### config.mk
export PLATFORM = sky130hd
export DESIGN_NAME = frg_ctrl
export DESIGN_NICKNAME = d
export VERILOG_FILES = /design/src/verilog/frg_pkg.sv /design/src/verilog/frg_ctrl.sv /design/src/verilog/frg_sync3.sv
export VERILOG_INCLUDE_DIRS = /design/src /design/src/verilog
export SDC_FILE = /design/constraint.sdc
export NUM_CORES = 1
export LEC_CHECK = 0
export ABC_AREA = 0
export BUFFER_PORTS_ARGS = -buffer_cell sky130_fd_sc_hd__buf_4
export CORE_ASPECT_RATIO = 0.9
export CORE_MARGIN = 10
export CORE_UTILIZATION = 29
export DETAILED_ROUTE_END_ITERATION = 7
export PLACE_DENSITY = 0.47
export SYNTH_ARGS = -nofsm -noshare
export SYNTH_HDL_FRONTEND = slang
export SYNTH_SLANG_ARGS = --single-unit
### constraint.sdc
create_clock -name pclk -period 2.7 [get_ports pclk]
set_clock_uncertainty 0.2 [all_clocks]
set_input_delay 0.135 -clock pclk [delete_from_list [all_inputs] [get_ports pclk]]
set_output_delay 0.135 -clock pclk [all_outputs]
set_load 0.01 [all_outputs]
### src/verilog/frg_consts.svh
// offsets, field positions, op and step codes and timing figures for the flash guard controller
`ifndef FRG_CONSTS_SVH
`define FRG_CONSTS_SVH
`define FRG_OFF_CTRL 8'h00
`define FRG_OFF_ADDR 8'h04
`define FRG_OFF_WDATA 8'h08
`define FRG_OFF_RDATA 8'h0c
`define FRG_OFF_STAT 8'h10
`define FRG_OFF_IRQ 8'h14
`define FRG_OFF_MASK 8'h18
`define FRG_CTRL_GO 0
`define FRG_CTRL_OP_LO 1
`define FRG_CTRL_OP_HI 2
`define FRG_CTRL_PD 3
`define FRG_OP_READ 2'h0
`define FRG_OP_CMD 2'h1
`define FRG_OP_SEQ 2'h2
`define FRG_STEP_FIRST 2'h0
`define FRG_STEP_SECOND 2'h1
`define FRG_STEP_RDARRAY 2'h2
`define FRG_STAT_BUSY 0
`define FRG_STAT_READY 1
`define FRG_STAT_PD 2
`define FRG_STAT_REISSUE 3
`define FRG_STAT_RECOV 4
`define FRG_IRQ_DONE 0
`define FRG_IRQ_ABORT 1
`define FRG_CLK_PERIOD_NS 10
`define FRG_MIN_RD_CYCLES 5
`define FRG_CNT_MAX 65535
`endif

### src/verilog/frg_pkg.sv
// types shared by the flash guard controller
package frg_pkg;
    localparam int FRG_ADDR_W = 20;
    localparam int FRG_DATA_W = 8;
    localparam int FRG_IRQ_W = 2;

    typedef enum logic [2:0] {
        frg_st_idle, frg_st_wr_set, frg_st_wr_pulse, frg_st_wr_hold,
        frg_st_rd_pulse, frg_st_busy, frg_st_pd
    } frg_state_e;

    // everything the controller drives onto the flash
    typedef struct packed {
        logic ce_n;
        logic oe_n;
        logic we_n;
        logic reset_powerdown_n;
        logic [FRG_ADDR_W-1:0] addr;
        logic [FRG_DATA_W-1:0] dq_out;
        logic dq_oe;
    } frg_pins_s;

    typedef struct packed {
        frg_state_e state;
        logic [15:0] cnt;
        logic [15:0] rec;
        logic [1:0] step;
        logic [1:0] op;
        logic go_pend;
        logic pd_req;
        logic [FRG_ADDR_W-1:0] addr;
        logic [2*FRG_DATA_W-1:0] wdata;
        logic [FRG_DATA_W-1:0] rdata;
        logic [FRG_IRQ_W-1:0] irq_stat;
        logic [FRG_IRQ_W-1:0] irq_mask;
        logic reissue;
        frg_pins_s pins;
        logic [31:0] prdata;
    } frg_regs_s;
endpackage

### src/verilog/frg_ctrl.sv
// host-side flash controller: apb registers, strobe sequencer, power-down guard
`timescale 1ns/1ns
`default_nettype none
`include "frg_consts.svh"
module frg_ctrl #(
    parameter int RESET_TO_OUTPUT_VALID_TIME_NS = 1000,
    parameter int RESET_TO_WRITE_TIME_NS = 1000,
    parameter int WE_PULSE_NS = 100,
    parameter int WR_HOLD_NS = 20,
    parameter int RD_PULSE_NS = 150,
    parameter int BUSY_SETTLE_NS = 100,
    parameter logic [7:0] READ_ARRAY_CMD = 8'hff
) (
    input wire logic pclk,
    input wire logic presetn,
    input wire logic psel,
    input wire logic penable,
    input wire logic pwrite,
    input wire logic [7:0] paddr,
    input wire logic [31:0] pwdata,
    output logic [31:0] prdata,
    output logic pready,
    output logic pslverr,
    output logic irq,
    output frg_pkg::frg_pins_s flash_pins,
    input wire logic [frg_pkg::FRG_DATA_W-1:0] flash_dq_in,
    input wire logic ready_busy_n_out
);
    localparam int P = `FRG_CLK_PERIOD_NS;
    localparam int QV_CYC = (RESET_TO_OUTPUT_VALID_TIME_NS + P - 1) / P;
    localparam int WL_CYC = (RESET_TO_WRITE_TIME_NS + P - 1) / P;
    localparam int WE_CYC = (WE_PULSE_NS + P - 1) / P;
    localparam int HD_CYC = (WR_HOLD_NS + P - 1) / P;
    localparam int RD_CYC = (RD_PULSE_NS + P - 1) / P;
    localparam int ST_CYC = (BUSY_SETTLE_NS + P - 1) / P;
    localparam int REC_MAX = (QV_CYC > WL_CYC) ? QV_CYC : WL_CYC;
    localparam logic [15:0] QV_N = 16'(QV_CYC);
    localparam logic [15:0] WL_N = 16'(WL_CYC);
    localparam logic [15:0] WE_N = 16'((WE_CYC < 1) ? 1 : WE_CYC);
    localparam logic [15:0] HD_N = 16'((HD_CYC < 1) ? 1 : HD_CYC);
    localparam logic [15:0] RD_N = 16'(RD_CYC);
    localparam logic [15:0] ST_N = 16'((ST_CYC < 1) ? 1 : ST_CYC);
    localparam logic [15:0] REC_N = 16'(REC_MAX);

    // refuse timings that the 16-bit counters cannot hold, or a read too short for the synchroniser
    if (RD_CYC < `FRG_MIN_RD_CYCLES || REC_MAX > `FRG_CNT_MAX || RD_CYC > `FRG_CNT_MAX ||
        WE_CYC > `FRG_CNT_MAX || ST_CYC > `FRG_CNT_MAX || HD_CYC > `FRG_CNT_MAX) begin : g_bad_timing
        $error("frg_ctrl: timing parameters out of range");
    end

    frg_pkg::frg_regs_s r_q;
    frg_pkg::frg_regs_s r_d;
    logic [frg_pkg::FRG_DATA_W-1:0] dq_sync;
    logic rb_sync;
    logic [frg_pkg::FRG_IRQ_W-1:0] ev;
    logic [frg_pkg::FRG_IRQ_W-1:0] clr;
    logic fin;
    logic hit;
    logic acc;

    // pins from outside the clock domain
    frg_sync3 #(.W(frg_pkg::FRG_DATA_W + 1)) u_sync (
        .pclk(pclk),
        .presetn(presetn),
        .d({ready_busy_n_out, flash_dq_in}),
        .q({rb_sync, dq_sync})
    );

    // zero-wait slave; unmapped offsets answer with pslverr
    assign acc = psel && penable;
    assign hit = paddr inside {`FRG_OFF_CTRL, `FRG_OFF_ADDR, `FRG_OFF_WDATA, `FRG_OFF_RDATA,
                               `FRG_OFF_STAT, `FRG_OFF_IRQ, `FRG_OFF_MASK};
    assign pready = 1'b1;
    assign pslverr = acc && !hit;
    assign prdata = r_q.prdata;
    assign irq = |(r_q.irq_stat & r_q.irq_mask);
    assign flash_pins = r_q.pins;

    // next-state: bus side, recovery counter, sequencer
    always_comb begin
        r_d = r_q;
        ev = '0;
        fin = 1'b0;
        clr = (acc && !pwrite && paddr == `FRG_OFF_IRQ) ? r_q.irq_stat : '0;
        // read data is latched in the setup cycle so it comes from a flop
        if (psel && !penable && !pwrite) begin
            unique case (paddr)
                `FRG_OFF_CTRL: r_d.prdata = 32'({r_q.pd_req, r_q.op, r_q.go_pend});
                `FRG_OFF_ADDR: r_d.prdata = 32'(r_q.addr);
                `FRG_OFF_WDATA: r_d.prdata = 32'(r_q.wdata);
                `FRG_OFF_RDATA: r_d.prdata = 32'(r_q.rdata);
                `FRG_OFF_STAT: r_d.prdata = 32'({r_q.pins.reset_powerdown_n && r_q.rec != REC_N, r_q.reissue,
                                                 !r_q.pins.reset_powerdown_n, rb_sync, r_q.go_pend});
                `FRG_OFF_IRQ: r_d.prdata = 32'(r_q.irq_stat);
                `FRG_OFF_MASK: r_d.prdata = 32'(r_q.irq_mask);
                default: r_d.prdata = 32'h0000_0000;
            endcase
        end
        if (acc && pwrite) begin
            unique case (paddr)
                `FRG_OFF_CTRL: begin
                    r_d.pd_req = pwdata[`FRG_CTRL_PD];
                    // a go while one is pending, or op code 3, is ignored
                    if (pwdata[`FRG_CTRL_GO] && !r_q.go_pend &&
                        pwdata[`FRG_CTRL_OP_HI:`FRG_CTRL_OP_LO] != 2'h3) begin
                        r_d.go_pend = 1'b1;
                        r_d.op = pwdata[`FRG_CTRL_OP_HI:`FRG_CTRL_OP_LO];
                    end
                end
                `FRG_OFF_ADDR: r_d.addr = pwdata[frg_pkg::FRG_ADDR_W-1:0];
                `FRG_OFF_WDATA: r_d.wdata = pwdata[2*frg_pkg::FRG_DATA_W-1:0];
                `FRG_OFF_MASK: r_d.irq_mask = pwdata[frg_pkg::FRG_IRQ_W-1:0];
                default: ;
            endcase
        end
        if (!r_q.pins.reset_powerdown_n) begin
            r_d.rec = '0;
        end else if (r_q.rec != REC_N) begin
            r_d.rec = r_q.rec + 16'h0001;
        end
        unique case (r_q.state)
            frg_pkg::frg_st_idle: begin
                if (r_q.pd_req) begin
                    r_d.pins.reset_powerdown_n = 1'b0;
                    r_d.state = frg_pkg::frg_st_pd;
                end else if (r_q.go_pend && r_q.op == `FRG_OP_READ && r_q.rec >= QV_N) begin
                    r_d.pins.addr = r_q.addr;
                    r_d.pins.ce_n = 1'b0;
                    r_d.pins.oe_n = 1'b0;
                    r_d.cnt = RD_N;
                    r_d.state = frg_pkg::frg_st_rd_pulse;
                end else if (r_q.go_pend && r_q.op != `FRG_OP_READ && r_q.rec >= WL_N) begin
                    r_d.pins.addr = r_q.addr;
                    r_d.pins.dq_out = r_q.wdata[frg_pkg::FRG_DATA_W-1:0];
                    r_d.pins.dq_oe = 1'b1;
                    r_d.pins.ce_n = 1'b0;
                    r_d.step = `FRG_STEP_FIRST;
                    r_d.state = frg_pkg::frg_st_wr_set;
                end
            end
            frg_pkg::frg_st_wr_set: begin
                r_d.pins.we_n = 1'b0;
                r_d.cnt = WE_N;
                r_d.state = frg_pkg::frg_st_wr_pulse;
            end
            frg_pkg::frg_st_wr_pulse: begin
                if (r_q.cnt == 16'h0001) begin
                    r_d.pins.we_n = 1'b1;
                    r_d.cnt = HD_N;
                    r_d.state = frg_pkg::frg_st_wr_hold;
                end else begin
                    r_d.cnt = r_q.cnt - 16'h0001;
                end
            end
            frg_pkg::frg_st_wr_hold: begin
                if (r_q.cnt == 16'h0001) begin
                    r_d.pins.ce_n = 1'b1;
                    r_d.pins.dq_oe = 1'b0;
                    if (r_q.op == `FRG_OP_SEQ && r_q.step == `FRG_STEP_FIRST) begin
                        r_d.step = `FRG_STEP_SECOND;
                        r_d.pins.dq_out = r_q.wdata[2*frg_pkg::FRG_DATA_W-1:frg_pkg::FRG_DATA_W];
                        r_d.pins.dq_oe = 1'b1;
                        r_d.pins.ce_n = 1'b0;
                        r_d.state = frg_pkg::frg_st_wr_set;
                    end else if (r_q.op == `FRG_OP_SEQ && r_q.step == `FRG_STEP_SECOND) begin
                        // settle lets ready/busy fall through the synchroniser
                        r_d.cnt = ST_N;
                        r_d.state = frg_pkg::frg_st_busy;
                    end else begin
                        fin = 1'b1;
                    end
                end else begin
                    r_d.cnt = r_q.cnt - 16'h0001;
                end
            end
            frg_pkg::frg_st_rd_pulse: begin
                if (r_q.cnt == 16'h0001) begin
                    r_d.rdata = dq_sync;
                    r_d.pins.ce_n = 1'b1;
                    r_d.pins.oe_n = 1'b1;
                    fin = 1'b1;
                end else begin
                    r_d.cnt = r_q.cnt - 16'h0001;
                end
            end
            frg_pkg::frg_st_busy: begin
                if (r_q.pd_req) begin
                    // abort by power-down needs a full reissue
                    r_d.pins.reset_powerdown_n = 1'b0;
                    r_d.reissue = 1'b1;
                    r_d.go_pend = 1'b0;
                    ev[`FRG_IRQ_ABORT] = 1'b1;
                    r_d.state = frg_pkg::frg_st_pd;
                end else if (r_q.cnt != 16'h0000) begin
                    r_d.cnt = r_q.cnt - 16'h0001;
                end else if (rb_sync) begin
                    r_d.reissue = 1'b0;
                    r_d.step = `FRG_STEP_RDARRAY;
                    r_d.pins.dq_out = READ_ARRAY_CMD;
                    r_d.pins.dq_oe = 1'b1;
                    r_d.pins.ce_n = 1'b0;
                    r_d.state = frg_pkg::frg_st_wr_set;
                end
            end
            frg_pkg::frg_st_pd: begin
                // flash wakes in array-read mode, so no command is due on exit
                if (!r_q.pd_req) begin
                    r_d.pins.reset_powerdown_n = 1'b1;
                    r_d.state = frg_pkg::frg_st_idle;
                end
            end
        endcase
        if (fin) begin
            r_d.go_pend = 1'b0;
            ev[`FRG_IRQ_DONE] = 1'b1;
            r_d.state = frg_pkg::frg_st_idle;
        end
        // a new event beats the read-clear in the same cycle
        r_d.irq_stat = (r_q.irq_stat & ~clr) | ev;
    end

    // the single state register
    always_ff @(posedge pclk or negedge presetn) begin
        if (!presetn) begin
            r_q <= '0;
            r_q.state <= frg_pkg::frg_st_idle;
            r_q.pins.ce_n <= 1'b1;
            r_q.pins.oe_n <= 1'b1;
            r_q.pins.we_n <= 1'b1;
            r_q.pins.reset_powerdown_n <= 1'b1;
        end else begin
            r_q <= r_d;
        end
    end

    chk_we_under_ce: assert property (@(posedge pclk) disable iff (!presetn)
        !r_q.pins.we_n |-> !r_q.pins.ce_n && r_q.pins.oe_n && r_q.pins.dq_oe)
        else $error("write-enable low without select or with output-enable");
    chk_pd_quiet: assert property (@(posedge pclk) disable iff (!presetn)
        !r_q.pins.reset_powerdown_n |-> r_q.pins.ce_n && r_q.pins.we_n && r_q.pins.oe_n && !r_q.pins.dq_oe)
        else $error("strobes active during power-down");
    chk_write_recovery: assert property (@(posedge pclk) disable iff (!presetn)
        $fell(r_q.pins.we_n) |-> r_q.rec >= WL_N)
        else $error("write before reset-to-write recovery");
    chk_read_recovery: assert property (@(posedge pclk) disable iff (!presetn)
        $fell(r_q.pins.oe_n) |-> r_q.rec >= QV_N)
        else $error("read before reset-to-output recovery");
    chk_read_array_follow: assert property (@(posedge pclk) disable iff (!presetn)
        (r_q.state == frg_pkg::frg_st_busy && r_q.cnt == 16'h0000 && rb_sync && !r_q.pd_req) |=>
        r_q.state == frg_pkg::frg_st_wr_set ##1 !r_q.pins.we_n && r_q.pins.dq_out == READ_ARRAY_CMD)
        else $error("no read-array write after completion");
    chk_abort_flag: assert property (@(posedge pclk) disable iff (!presetn)
        (r_q.state == frg_pkg::frg_st_busy && r_q.pd_req) |=>
        r_q.reissue && !r_q.pins.reset_powerdown_n && r_q.irq_stat[`FRG_IRQ_ABORT])
        else $error("abort not flagged for reissue");
    chk_two_writes: assert property (@(posedge pclk) disable iff (!presetn)
        $rose(r_q.state == frg_pkg::frg_st_busy) |-> r_q.op == `FRG_OP_SEQ && r_q.step == `FRG_STEP_SECOND)
        else $error("busy wait without the second write");
endmodule // frg_ctrl
`default_nettype wire

### src/verilog/frg_sync3.sv
// three-stage pin synchroniser, output follows once stages two and three agree
`timescale 1ns/1ns
`default_nettype none
module frg_sync3 #(
    parameter int W = 1
) (
    input wire logic pclk,
    input wire logic presetn,
    input wire logic [W-1:0] d,
    output logic [W-1:0] q
);
    logic [W-1:0] s1_q;
    logic [W-1:0] s2_q;
    logic [W-1:0] s3_q;
    logic [W-1:0] q_q;

    // refuse a zero-width synchroniser at elaboration
    if (W < 1) begin : g_bad_w
        $error("frg_sync3: W must be at least 1");
    end

    // per bit: s1 feeds only s2, the agreement test looks at s2 and s3
    for (genvar i = 0; i < W; i++) begin : g_bit
        always_ff @(posedge pclk or negedge presetn) begin
            if (!presetn) begin
                s1_q[i] <= 1'b0;
                s2_q[i] <= 1'b0;
                s3_q[i] <= 1'b0;
                q_q[i] <= 1'b0;
            end else begin
                s1_q[i] <= d[i];
                s2_q[i] <= s1_q[i];
                s3_q[i] <= s2_q[i];
                if (s2_q[i] == s3_q[i]) begin
                    q_q[i] <= s3_q[i];
                end
            end
        end
    end

    assign q = q_q;
endmodule // frg_sync3
`default_nettype wire
== Yosys cells after proc, flatten, opt, wreduce, memory -nomap -nowiden ==
Cells that the tools add are included.
Cells by class
  $add $sub $neg: 2
  multipliers: 0
  divide/modulo/power cells: 0
  order comparisons: 1
  eq/ne operators: 53
  shift-type cells: 0
  mux-type cells: 79
  bitwise logic cells: 5
  reduce and logical (&&, ||, !) cells: 55
Operators by type and width (count)
  16-bit 2-to-1 mux: 11
  20-bit one-hot mux with 7 select lines: 1
  16-bit one-hot mux with 6 select lines: 1
  9-bit 2-to-1 mux: 7
  20-bit 2-to-1 mux: 2
  38-bit 2-to-1 mux: 1
  3-bit 2-to-1 mux: 11
  8-bit AND reduction: 4
  2-bit inequality test, second input constant: 15
  29-bit 2-to-1 mux: 1
  2-bit 2-to-1 mux: 14
  9-bit one-hot mux with 3 select lines: 1
  8-bit by 5-bit equality test with 1-bit output, second input constant: 3
  1-bit 2-to-1 mux: 21
  19-bit 2-to-1 mux: 1
  3-bit inequality test, second input constant: 6
  3-bit one-hot mux with 6 select lines: 1
  16-bit by 1-bit adder with 16-bit output, second input constant: 1
  16-bit by 1-bit equality test with 1-bit output, second input constant: 1
  8-bit by 4-bit equality test with 1-bit output, second input constant: 2
  16-bit by 7-bit >= comparator with 1-bit output, second input constant: 1
  1-bit logical AND: 16
  16-bit by 7-bit inequality test with 1-bit output, second input constant: 1
  16-bit nonzero test: 1
  other kinds (33): 71
Word-level totals
  bits in registers: 191
  bits in latches: 0
  memory bits (writable): 0
  bits in read-only memories: 0
  word-level logic and storage cells: 252
  memories: 0

== Longest topological paths before layout ==
Gate-level depths: netlist of run 1.
  depth in word-level cells: 9
  gate-level depth with buffers: 9
  depth with buffers taken out: 8

== Hierarchy ==
A second synthesis of run 1 with hierarchy kept.
Unflattened totals
  cells, all modules: 768
  area, all modules: 8390.5 um2
Modules (own cells, without submodules)
  frg_ctrl: instances 1, cells an instance 723, area each 7388.3 um2
  frg_sync3: instances 1, cells an instance 45, area each 1002.2 um2

== Worst setup path before layout of run 1 ==
OpenSTA, ideal clock, no wires.
  path type: flip-flop to flip-flop
  start: register r_q[128] (netlist name)
  end: register r_q, in the netlist flash_pins[10]
  setup time: 125 ps
  arrival: 2099 ps
  slack: 277 ps
  cell stages (with the launch flop): 6
  cell sequence: dfrtp_1 -> or4_4 -> or3_4 -> o2111ai_2 -> buf_4 -> mux2_2
Between the ends
  word-level cells in the longest chain between the ends: 4
  elaborated cells between the ends (all ways): 6
Ends and longest elaborated chain
  from (decl): RTL line frg_ctrl.sv:51  | frg_pkg::frg_regs_s r_q;
  from (signal assigned): RTL line frg_ctrl.sv:232  | r_q <= r_d;
  16-bit by 7-bit >= comparator with 1-bit output *: RTL line frg_ctrl.sv:126, frg_ctrl.sv:132
  1-bit logical AND, on equally long branches: RTL line frg_ctrl.sv:126, frg_ctrl.sv:132
  2-bit nonzero test (no source line)
  3-bit AND reduction (no source line)
Every way passes the cells marked *; elsewhere a longest branch is shown, timed or not.
A chain may end at the register's enable or synchronous reset.

== Worst setup path after layout of run 1 ==
  start: register r_q[128] (netlist name)
  end: register r_q, in the netlist flash_pins[19]
Same word-level chain as after synthesis.

==> results of run 1 <==
[Yosys cell counts, drive strengths merged, types with 6 or more instances]
| master | count | share of area |
|---|---|---|
| o21ai | 51 | 0.030 |
| xnor2 | 11 | 0.011 |
| nand4 | 6 | 0.0051 |
| mux2 | 73 | 0.096 |
| nand3 | 16 | 0.0094 |
| a21oi | 31 | 0.019 |
| a221oi | 6 | 0.0062 |
| nor4 | 8 | 0.0084 |
| maj3 | 9 | 0.011 |
| buf | 78 | 0.066 |
| o31ai | 6 | 0.0053 |
| or2 | 6 | 0.0044 |
| dfrtp | 175 | 0.51 |
| inv | 20 | 0.0088 |
| clkbuf | 22 | 0.0097 |
| a22oi | 12 | 0.011 |
| mux2i | 9 | 0.011 |
| nand2 | 62 | 0.027 |
| nor2 | 43 | 0.019 |
| o22ai | 10 | 0.0073 |
| and2 | 15 | 0.011 |
| nor3 | 14 | 0.0094 |
[registers in the layout, indices dropped and copies added (netlist names)]
name	cells
flash_pins	33
prdata	20
r_q	90
u_sync.q	9
u_sync.s1_q	9
u_sync.s2_q	9
u_sync.s3_q	9
[routing by layer]
metal / part of all wire / up-vias / track usage
li1: - / 2893 / -
met1: 0.52 / 2965 / 0.181
met2: 0.43 / 125 / 0.173
met3: 0.042 / 15 / 0.0254
met4: 0.010 / 0 / 0.0321
met5: 0 / - / 0
[power groups by stage]
stage                     sequential (W)  clock [W]  combinational [W]
after floorplan                  0.00328          0            0.00184
after global placement           0.00342          0            0.00265
after detailed placement         0.00342          0            0.00264
after CTS                        0.00338    0.00246            0.00269
after global routing             0.00344    0.00256            0.00304
final                            0.00339    0.00239            0.00271
[stage by stage]
step	instance area (um2)	power, W	instances
2_1_floorplan	8580	0.00512	784
3_3_place_gp	9540	0.00607	1222
3_5_place_dp	9540	0.00606	1222
4_1_cts	10400	0.00853	1288
5_1_grt	10500	0.00905	1288
6_report	10500	0.00849	1288
[worst paths after layout]
| path | from | end | cells after the start |
|---|---|---|---|
| setup / recovery | r_q[128] | flash_pins[19] | 5 |
| hold / removal | paddr[2] | r_q[114] | 3 |
| setup reg to reg | r_q[128] | flash_pins[19] | 5 |
| hold reg to reg | u_sync.s1_q[0] | u_sync.s2_q[0] | 0 |
| max in group asynchronous | presetn | r_q[83] | 3 |
| min in group asynchronous | presetn | r_q[145] | 2 |
[repair_timing]
item | CTS | global route
resized for setup | 0 | 5
setup endpoints to repair | 0 | 18
hold endpoints to repair | 164 | 0
hold buffers | 34 | 0
[cell usage in the layout (no fill, tap or decap), types with 3 or more instances in the layout]
master / count
nand2_1: 62
buf_12: 3
dfrtp_1: 175
a21oi_1: 30
dlygate4sd3_1: 34
or4_1: 4
a22oi_1: 12
nor2_1: 42
nand3_1: 16
maj3_1: 9
and2_1: 15
mux2i_1: 9
clkbuf_16: 17
o21ai_0: 51
a21o_1: 5
nand4_1: 5
nor3_1: 12
or2_2: 6
mux2_2: 72
a31oi_1: 5
o22ai_1: 10
clkinvlp_4: 6
a22o_1: 5
ha_1: 4
conb_1: 13
a221oi_1: 6
dfstp_2: 4
o21a_1: 3
a222oi_1: 3
nor2b_1: 4
nor4_1: 4
inv_6: 3
nand2b_1: 5
o31ai_1: 6
inv_1: 20
xnor2_1: 11
xor2_1: 3
buf_4: 138
nor3b_1: 3
and4_1: 3
[kinds of logic (layout without fill, tap and decap cells)]
group	Yosys count	after routing	share of synthesized area
compound gates	162	162	0.130
xor+xnor	14	14	0.0144
fa+ha+maj	13	13	0.0164
buf+inv	120	228	0.0848
flops	179	179	0.525
mux	82	82	0.107
other cells	2	13	0.000879
simple gates	201	201	0.122
[cell type report]
cell class | instances | share of cell area
clock buffer | 19 | 0.0423
clock inverter | 13 | 0.0113
inverter | 20 | 0.00716
multi-input combinational | 485 | 0.326
sequential | 179 | 0.428
tap | 396 | 0.0473
timing repair buffer | 176 | 0.138
[worst max-delay path, stage by stage (launching register included)]
cell,delay (ps)
dfrtp_1,420
or4_4,550
or3_4,410
o2111ai_2,250
buf_12,240
mux2_2,350
==> impl_metrics.csv, run 1 <==
group,metric,value,unit
route,avgRoutedWirePerCell,17.2,um
yosys,syn_area,8540,um2
worst_setup_path,end_kind,"register",
route,via_count,5998,
sta,hold_viol_final,0,
worst_hold_path,hold_path_class,"in -> reg",
power,swShare,0.359,
floorplan,die_w,201,um
grt,gr-usage-all-layers,0.122,
grt,grt_overflow,0,
sta,worstMarginPinSlew,589,ps
flow_run,max-cap-violations,0,
floorplan,row_count,59,
clock_network,h-tree-depth,4,
worst_setup_path,rrSetupSlack,130,ps
power,power_frac_seq,0.399,
sta,worst_slack,131,ps
power,switching_power,0.00305,W
yosys,syn_area_per_cell,11.0,um2
place,routabilityCongestion,0.829,
route,routed_wl,22.2,mm
yosys,syn_inst,773,
sta,fin_tns_setup,0,ps
sta,hold_ws,40.7,ps
sta,slew-limit-headroom,0.606,
yosys,synth_edf_count,0,
clock_network,cts_tree,"yes",
clock_network,cts_buffers,17,
floorplan,dieArea,36700,um2
route,dr.pass1.iters,5,
sta,period_minus_slack,2570,ps
power,p_leak,4.80,nW
worst_setup_path,critPathArrivalTime,2680,ps
worst_setup_path,cp_max_fo,21,
run_status,status,"complete, no violations",
place,dp_slack,159,ps
worst_setup_path,start_kind,"register",
yosys,ys_ff_latch,179,
clock_network,clk_pin_slew,70,ps
grt,grt_pass1_vias,5940,
clock_network,cts_root_buf,"clkbuf_16",
cells_and_area,nNetsFinal,937,
power,p_int,0.00544,W
cells_and_area,final_util,0.362,
power,pwr-share-comb,0.320,
power,ir_drop,507,uV
clock_network,clock_latency,430,ps
yosys,synth_cell_types,74,
grt,grt_max_degree,61,
power,cellPowerDensity,810,nW/um2
route,final_antenna_net_count,0,
yosys,yosys_warnings,0,
place,io_buffers,96,
cells_and_area,nFillCells,2930,
floorplan,boundaryPins,122,
sta,max_freq,389,MHz
floorplan,core,28900,um2
clock_network,cts_setup_buffers,0,
floorplan,start_util,0.295,
worst_setup_path,crit_type,"reg -> reg",
grt,grt_first_pass_wirelength,35.6,mm
route,viasPerCell,4.66,
grt,grt_antenna_before_repair,1,
cells_and_area,area_growth,22.7,%
cells_and_area,drive_gt1_frac,0.309,
sta,setup_viol,0,
yosys,synthFlopType,"dfrtp_1",
route,dr.first_iter.drc_count,624,
cells_and_area,multi_input_area,3410,um2
sta,period_share,0.952,
worst_setup_path,cp_data_required_time,2810,ps
route,remaining_drc_errors,0,
floorplan,dieHeight,183,um
cells_and_area,regArea,4480,um2
cells_and_area,diodes,0,
place,hpwlAfterDp,15.8,mm
power,clkPwrFrac,0.281,
yosys,ys_seq_area_frac,0.525,
sta,drv_slew,0,
clock_network,cts_buffer_depth,2,
yosys,async_flop_share,1.00,
clock_network,cts_sinks,179,
No activity file was read; power rests on OpenSTA's default activity.
==> run 2: changes to the inputs <==
--- a/config.mk
+++ b/config.mk
@@ -8,11 +8,13 @@
 export LEC_CHECK = 0
 export ABC_AREA = 0
 export BUFFER_PORTS_ARGS = -buffer_cell sky130_fd_sc_hd__buf_4
+export CELL_PAD_IN_SITES_DETAIL_PLACEMENT = 0
+export CELL_PAD_IN_SITES_GLOBAL_PLACEMENT = 2
 export CORE_ASPECT_RATIO = 0.9
 export CORE_MARGIN = 10
 export CORE_UTILIZATION = 29
 export DETAILED_ROUTE_END_ITERATION = 7
-export PLACE_DENSITY = 0.47
+export PLACE_DENSITY = 0.65
 export SYNTH_ARGS = -nofsm -noshare
 export SYNTH_HDL_FRONTEND = slang
 export SYNTH_SLANG_ARGS = --single-unit
==> impl_metrics.csv, run 2 (synthesis results as in run 1) <==
group,metric,value,unit
run_status,status,"complete, no violations",
sta,drv_slew,0,
flow_run,max-cap-violations,0,
route,dr.pass1.iters,7,
place,routabilityCongestion,0.771,
worst_setup_path,cp_max_fo,7,
worst_setup_path,end_kind,"register",
floorplan,dieHeight,183,um
cells_and_area,final_common_cell,"dfrtp_1",
route,avgRoutedWirePerCell,17.6,um
floorplan,dieArea,36700,um2
cells_and_area,nNetsFinal,944,
place,dpl_cell_area,9620,um2
sta,fin_tns_setup,0,ps
cells_and_area,diodes,0,
worst_setup_path,cp_data_required_time,2850,ps
worst_setup_path,critPathArrivalTime,2720,ps
worst_setup_path,rr_worst_depth,6,
worst_hold_path,hold_path_class,"in -> reg",
worst_setup_path,crit_type,"reg -> reg",
route,remaining_drc_errors,0,
route,via_count,6016,
clock_network,clk_pin_slew,70,ps
floorplan,row_count,59,
power,p_leak,4.86,nW
power,ir_drop,439,uV
route,final_antenna_net_count,0,
clock_network,cts_buffers,17,
sta,slew-limit-headroom,0.569,
clock_network,cts_tree,"yes",
grt,grt_overflow,0,
route,viasPerCell,4.65,
sta,worstMarginPinSlew,647,ps
cells_and_area,drive_gt1_frac,0.317,
sta,max_freq,389,MHz
sta,period_minus_slack,2570,ps
clock_network,h-tree-depth,4,
floorplan,boundaryPins,122,
place,io_buffers,96,
cells_and_area,area_growth,23.2,%
route,dr.first_iter.drc_count,444,
grt,gr-usage-all-layers,0.125,
clock_network,cts_sinks,179,
cells_and_area,postLayoutCellArea,10500,um2
cells_and_area,nFillCells,2943,
cells_and_area,regMostFlops,"r_q",
sta,hold_ws,20.6,ps
floorplan,die_w,201,um
worst_setup_path,start_kind,"register",
grt,grt_antenna_before_repair,0,
cells_and_area,largest_register_ffs,90,
cells_and_area,multi_input_area,3380,um2
grt,grt_max_degree,59,
route,routed_wl,22.7,mm
floorplan,start_util,0.295,
sta,period_share,0.952,
grt,grt_first_pass_wirelength,36.2,mm
worst_hold_path,holdPathStages,4,
sta,hold_viol_final,0,
cells_and_area,final_cell_mix,"175 x dfrtp_1, 146 x buf_4, 72 x mux2_2, 62 x nand2_1, 50 x o21ai_0",
power,cellPowerDensity,812,nW/um2
clock_network,cts_buffer_depth,2,
grt,grt_pass1_vias,6129,
place,hpwlAfterDp,16.3,mm
floorplan,core,28900,um2
clock_network,clock_latency,440,ps
clock_network,cts_root_buf,"clkbuf_16",
sta,setup_viol,0,
cells_and_area,regArea,4480,um2
run 2: changes by cell type in the layout (fill, tap and decap cells not counted), moves of 2 or more:
cell           before  now
buf_4             138  146
clkinv_2            0    2
clkinvlp_4          6    1
dlygate4sd3_1      34   32
inv_6               3    5
run 2: repair_timing:
item / 4_1_cts / 5_1_grt
setup endpoints to repair: 0 / 17
hold buffers: 32 / 0
gates resized for setup: 0 / 3
hold endpoints to repair: 224 / 0
setup buffers: 0 / 1
run 2: worst max-delay path: stages, from the launching register on:
cell     delay [ps]
dfrtp_1         410
or4_4           570
o41ai_4         530
a21oi_2         150
nand3_1         210
buf_4           220
mux2i_1         200
run 2: worst paths after layout:
path	from	endpoint	slack [ps]
worst max-delay path	r_q[130]	flash_pins[4]	130
worst min-delay path	psel	r_q[68]	20
worst max register to register	r_q[130]	flash_pins[4]	130
worst min register to register	u_sync.s1_q[4]	u_sync.s2_q[4]	150
max in group asynchronous	presetn	flash_pins[11]	1550
min in group asynchronous	presetn	r_q[145]	40
run 2: report_power, final:
group	internal (W)	switching [W]	total (W)
registers	0.00302	0.000358	0.00338
logic	0.00121	0.00151	0.00272
clock network	0.00126	0.00118	0.00244
total	0.00549	0.00305	0.00854
run 2: metrics by stage:
stage          std cells  total power (W)  setup slack (ps)   util
2_1_floorplan        784          0.00512               277      -
3_3_place_gp        1230          0.00614               145  0.332
3_5_place_dp        1230          0.00612               143  0.332
4_1_cts             1294          0.00865               108  0.363
5_1_grt             1295          0.00912             -6.23  0.364
6_report            1295          0.00854               130  0.364
run 2: area by class of cell:
type,count,share of cell area
clock buffers,19,0.0431
clock inverters,13,0.0112
inverters,20,0.00714
multi-input cells,485,0.322
flip-flops and latches,179,0.426
well taps,396,0.0471
repair buffers,183,0.144
run 2: routing by layer:
layer  global-route usage  part of all wire  vias up
met5                    0                 0        -
met4               0.0354            0.0094        0
met3               0.0285             0.040       14
met2                0.177              0.43      121
met1                0.184              0.52     2966
li1                     -                 -     2915
==> run 3: changes to the inputs <==
--- a/config.mk
+++ b/config.mk
@@ -6,7 +6,7 @@
 export SDC_FILE = /design/constraint.sdc
 export NUM_CORES = 1
 export LEC_CHECK = 0
-export ABC_AREA = 0
+export ABC_AREA = 1
 export BUFFER_PORTS_ARGS = -buffer_cell sky130_fd_sc_hd__buf_4
 export CELL_PAD_IN_SITES_DETAIL_PLACEMENT = 0
 export CELL_PAD_IN_SITES_GLOBAL_PLACEMENT = 2
@@ -14,7 +14,7 @@
 export CORE_MARGIN = 10
 export CORE_UTILIZATION = 29
 export DETAILED_ROUTE_END_ITERATION = 7
-export PLACE_DENSITY = 0.65
+export PLACE_DENSITY = 0.7
 export SYNTH_ARGS = -nofsm -noshare
 export SYNTH_HDL_FRONTEND = slang
 export SYNTH_SLANG_ARGS = --single-unit
==> impl_metrics.csv, run 3 <==
group,metric,value,unit
run_status,status,"complete, no violations",
sta,period_share,0.875,
route,final_antenna_net_count,0,
yosys,synth.area.top_cells,"dfrtp_1 50%, nand2_1 12%, buf_4 6.0%, o21ai_0 5.8%, inv_1 4.6%",
yosys,async_flop_share,1.00,
floorplan,start_util,0.294,
clock_network,cts_buffer_depth,2,
yosys,syn_area,8780,um2
grt,grt.busiest_layer,"met2",
clock_network,clock_latency,440,ps
grt,gr-usage-all-layers,0.133,
cells_and_area,diodes,0,
power,cellPowerDensity,837,nW/um2
yosys,ys_top_cells_by_count,"292 x nand2_1, 175 x dfrtp_1, 108 x inv_1",
yosys,ys_ff_latch,179,
power,ir_drop,513,uV
worst_setup_path,crit_chain,"inv_1 -> ha_1 -> nand2_1 -> nor2_4 -> nand2_1 -> nand2_1 -> nand2_1 -> nor2_2 -> nand3_1 -> nand2_1 -> nand2_1",
floorplan,die_w,203,um
sta,period_minus_slack,2360,ps
cells_and_area,final_cell_mix,"292 x nand2_1, 175 x dfrtp_1, 117 x buf_4, 108 x inv_1, 101 x o21ai_0",
clock_network,cts_sinks,179,
yosys,syn_inst,1062,
place,hpwlAfterDp,17.5,mm
cells_and_area,area_growth,20.0,%
place,io_buffers,96,
sta,slew-limit-headroom,0.593,
grt,grt_first_pass_wirelength,40.2,mm
power,p_leak,5.23,nW
clock_network,h-tree-depth,4,
place,routabilityCongestion,0.779,
yosys,syn_area_per_cell,8.27,um2
floorplan,dieArea,37700,um2
worst_setup_path,crit_path_end,"flash_pins[1]",
sta,hold_ws,26.9,ps
sta,worstMarginPinSlew,608,ps
flow_run,max-cap-violations,0,
worst_setup_path,rr_worst_depth,11,
route,remaining_drc_errors,0,
cells_and_area,regMostFlops,"r_q",
grt,grt_overflow,0,
grt,grt_pass1_vias,7191,
clock_network,cts_setup_buffers,0,
grt,grt_max_degree,61,
cells_and_area,final_util,0.353,
sta,hold_viol_final,0,
worst_setup_path,crit_cells,11,
yosys,yosys.area.top_type,"dfrtp_1",
worst_setup_path,crit_buf_inv,1,
worst_setup_path,cp_data_required_time,2810,ps
floorplan,core,29900,um2
worst_setup_path,rrSetupSlack,340,ps
worst_setup_path,crit_family,"simple AND/OR/NAND/NOR gates",
worst_setup_path,crit_slowest_cell,"dfrtp_1",
grt,met1_usage,0.182,
route,dr.first_iter.drc_count,475,
clock_network,cts_root_buf,"clkbuf_16",
sta,max_freq,423,MHz
yosys,yosysTopAreaCellShare,0.499,
worst_setup_path,start_kind,"register",
grt,met3_usage,0.0295,
grt,grt_antenna_before_repair,0,
yosys,ys_seq_area_frac,0.510,
grt,gr-usage-met2,0.211,
worst_setup_path,critPathArrivalTime,2480,ps
floorplan,boundaryPins,122,
worst_setup_path,end_kind,"register",
route,dr.pass1.iters,5,
route,routed_wl,24.2,mm
sta,fin_tns_setup,0,ps
cells_and_area,nNetsFinal,1206,
worst_hold_path,holdPathStages,5,
worst_setup_path,slowest_delay,410,ps
yosys,synth_edf_count,0,
cells_and_area,final_common_cell,"nand2_1",
clock_network,cts_buffers,17,
cells_and_area,nFillCells,3179,
yosys,synth_cell_types,45,
yosys,synthFlopType,"dfrtp_1",
route,avgRoutedWirePerCell,15.5,um
clock_network,clk_pin_slew,70,ps
sta,drv_slew,0,
worst_setup_path,reg2reg_from,"r_q[136]",
worst_setup_path,startpoint,"r_q[136]",
sta,setup_viol,0,
worst_setup_path,rr_endpoint,"flash_pins[1]",
yosys,yosys_warnings,0,
clock_network,cts_tree,"yes",
yosys,yosysMostFrequentCell,"nand2_1",
route,via_count,6952,
worst_hold_path,hold_path_class,"in -> reg",
worst_setup_path,crit_top_cell,"nand2_1",
cells_and_area,drive_gt1_frac,0.153,
floorplan,dieHeight,185,um
route,viasPerCell,4.45,
cells_and_area,largest_register_ffs,90,
worst_setup_path,crit_type,"reg -> reg",
floorplan,row_count,60,
sta,rsz0062_at_grt,"no",
worst_setup_path,cp_max_fo,11,
## run 3: repair_timing
item / in CTS / in global routing
hold buffers: 34 / 0
endpoints found under the hold margin: 207 / 0
endpoints found under the setup margin: 0 / 0
resized for setup: 0 / 0
## run 3: final cells by class
cell class | count | area [um2] | area share
well taps | 403 | 504 | 0.0478
flip-flops and latches | 179 | 4480 | 0.425
clock buffers | 23 | 458 | 0.0434
repair buffers | 154 | 1270 | 0.121
clock inverters | 9 | 130 | 0.0123
inverters | 113 | 429 | 0.0407
multi-input cells | 683 | 3270 | 0.310
## run 3: layer usage
| layer | vias up | wire length (um) |
|---|---|---|
| li1 | 3523 | - |
| met1 | 3297 | 12100 |
| met2 | 121 | 10900 |
| met3 | 11 | 927 |
| met4 | 0 | 225 |
| met5 | - | 0 |
## run 3: cells by family (layout without fill, tap and decap cells)
logic type / Yosys count / in the layout / synth area share
and+or+nand+nor: 475 / 475 / 0.229
buffers and inverters: 211 / 299 / 0.123
adders and majority gates: 13 / 13 / 0.0160
muxes: 6 / 6 / 0.00769
DFF: 179 / 179 / 0.510
AOI/OAI and AO/OA: 168 / 168 / 0.105
xor gates and xnor gates: 8 / 8 / 0.00798
other: 2 / 13 / 0.000855
## run 3: worst register-to-register path, stage by stage (launching register included)
cell and delay, ps:
dfrtp_1 410, inv_1 110, ha_1 190, nand2_1 160, nor2_4 220, nand2_1 70, nand2_1 90, nand2_1 100
nor2_2 130, nand3_1 340, nand2_1 160, nand2_1 70
## run 3: where the power goes
part           switching (W)  internal [W]
Combinational        0.00188       0.00102
Clock                0.00107       0.00148
Sequential          0.000336       0.00303
## run 3: worst min-delay path by stage
stage,end,start
3_5_place_dp,r_q[151],presetn
4_1_cts,r_q[66],paddr[4]
3_3_place_gp,r_q[151],presetn
5_1_grt,r_q[66],paddr[4]
6_report,r_q[66],paddr[4]
2_1_floorplan,flash_pins[0],presetn
## run 3: metrics by stage
stage,setup WS [ps],total power [W],instance area [um2],cells
2_1_floorplan,772,0.00547,8830,1073
3_3_place_gp,415,0.00632,9620,1498
3_5_place_dp,327,0.00633,9620,1498
4_1_cts,298,0.00897,10500,1564
5_1_grt,74.3,0.00953,10500,1564
6_report,338,0.00882,10500,1564
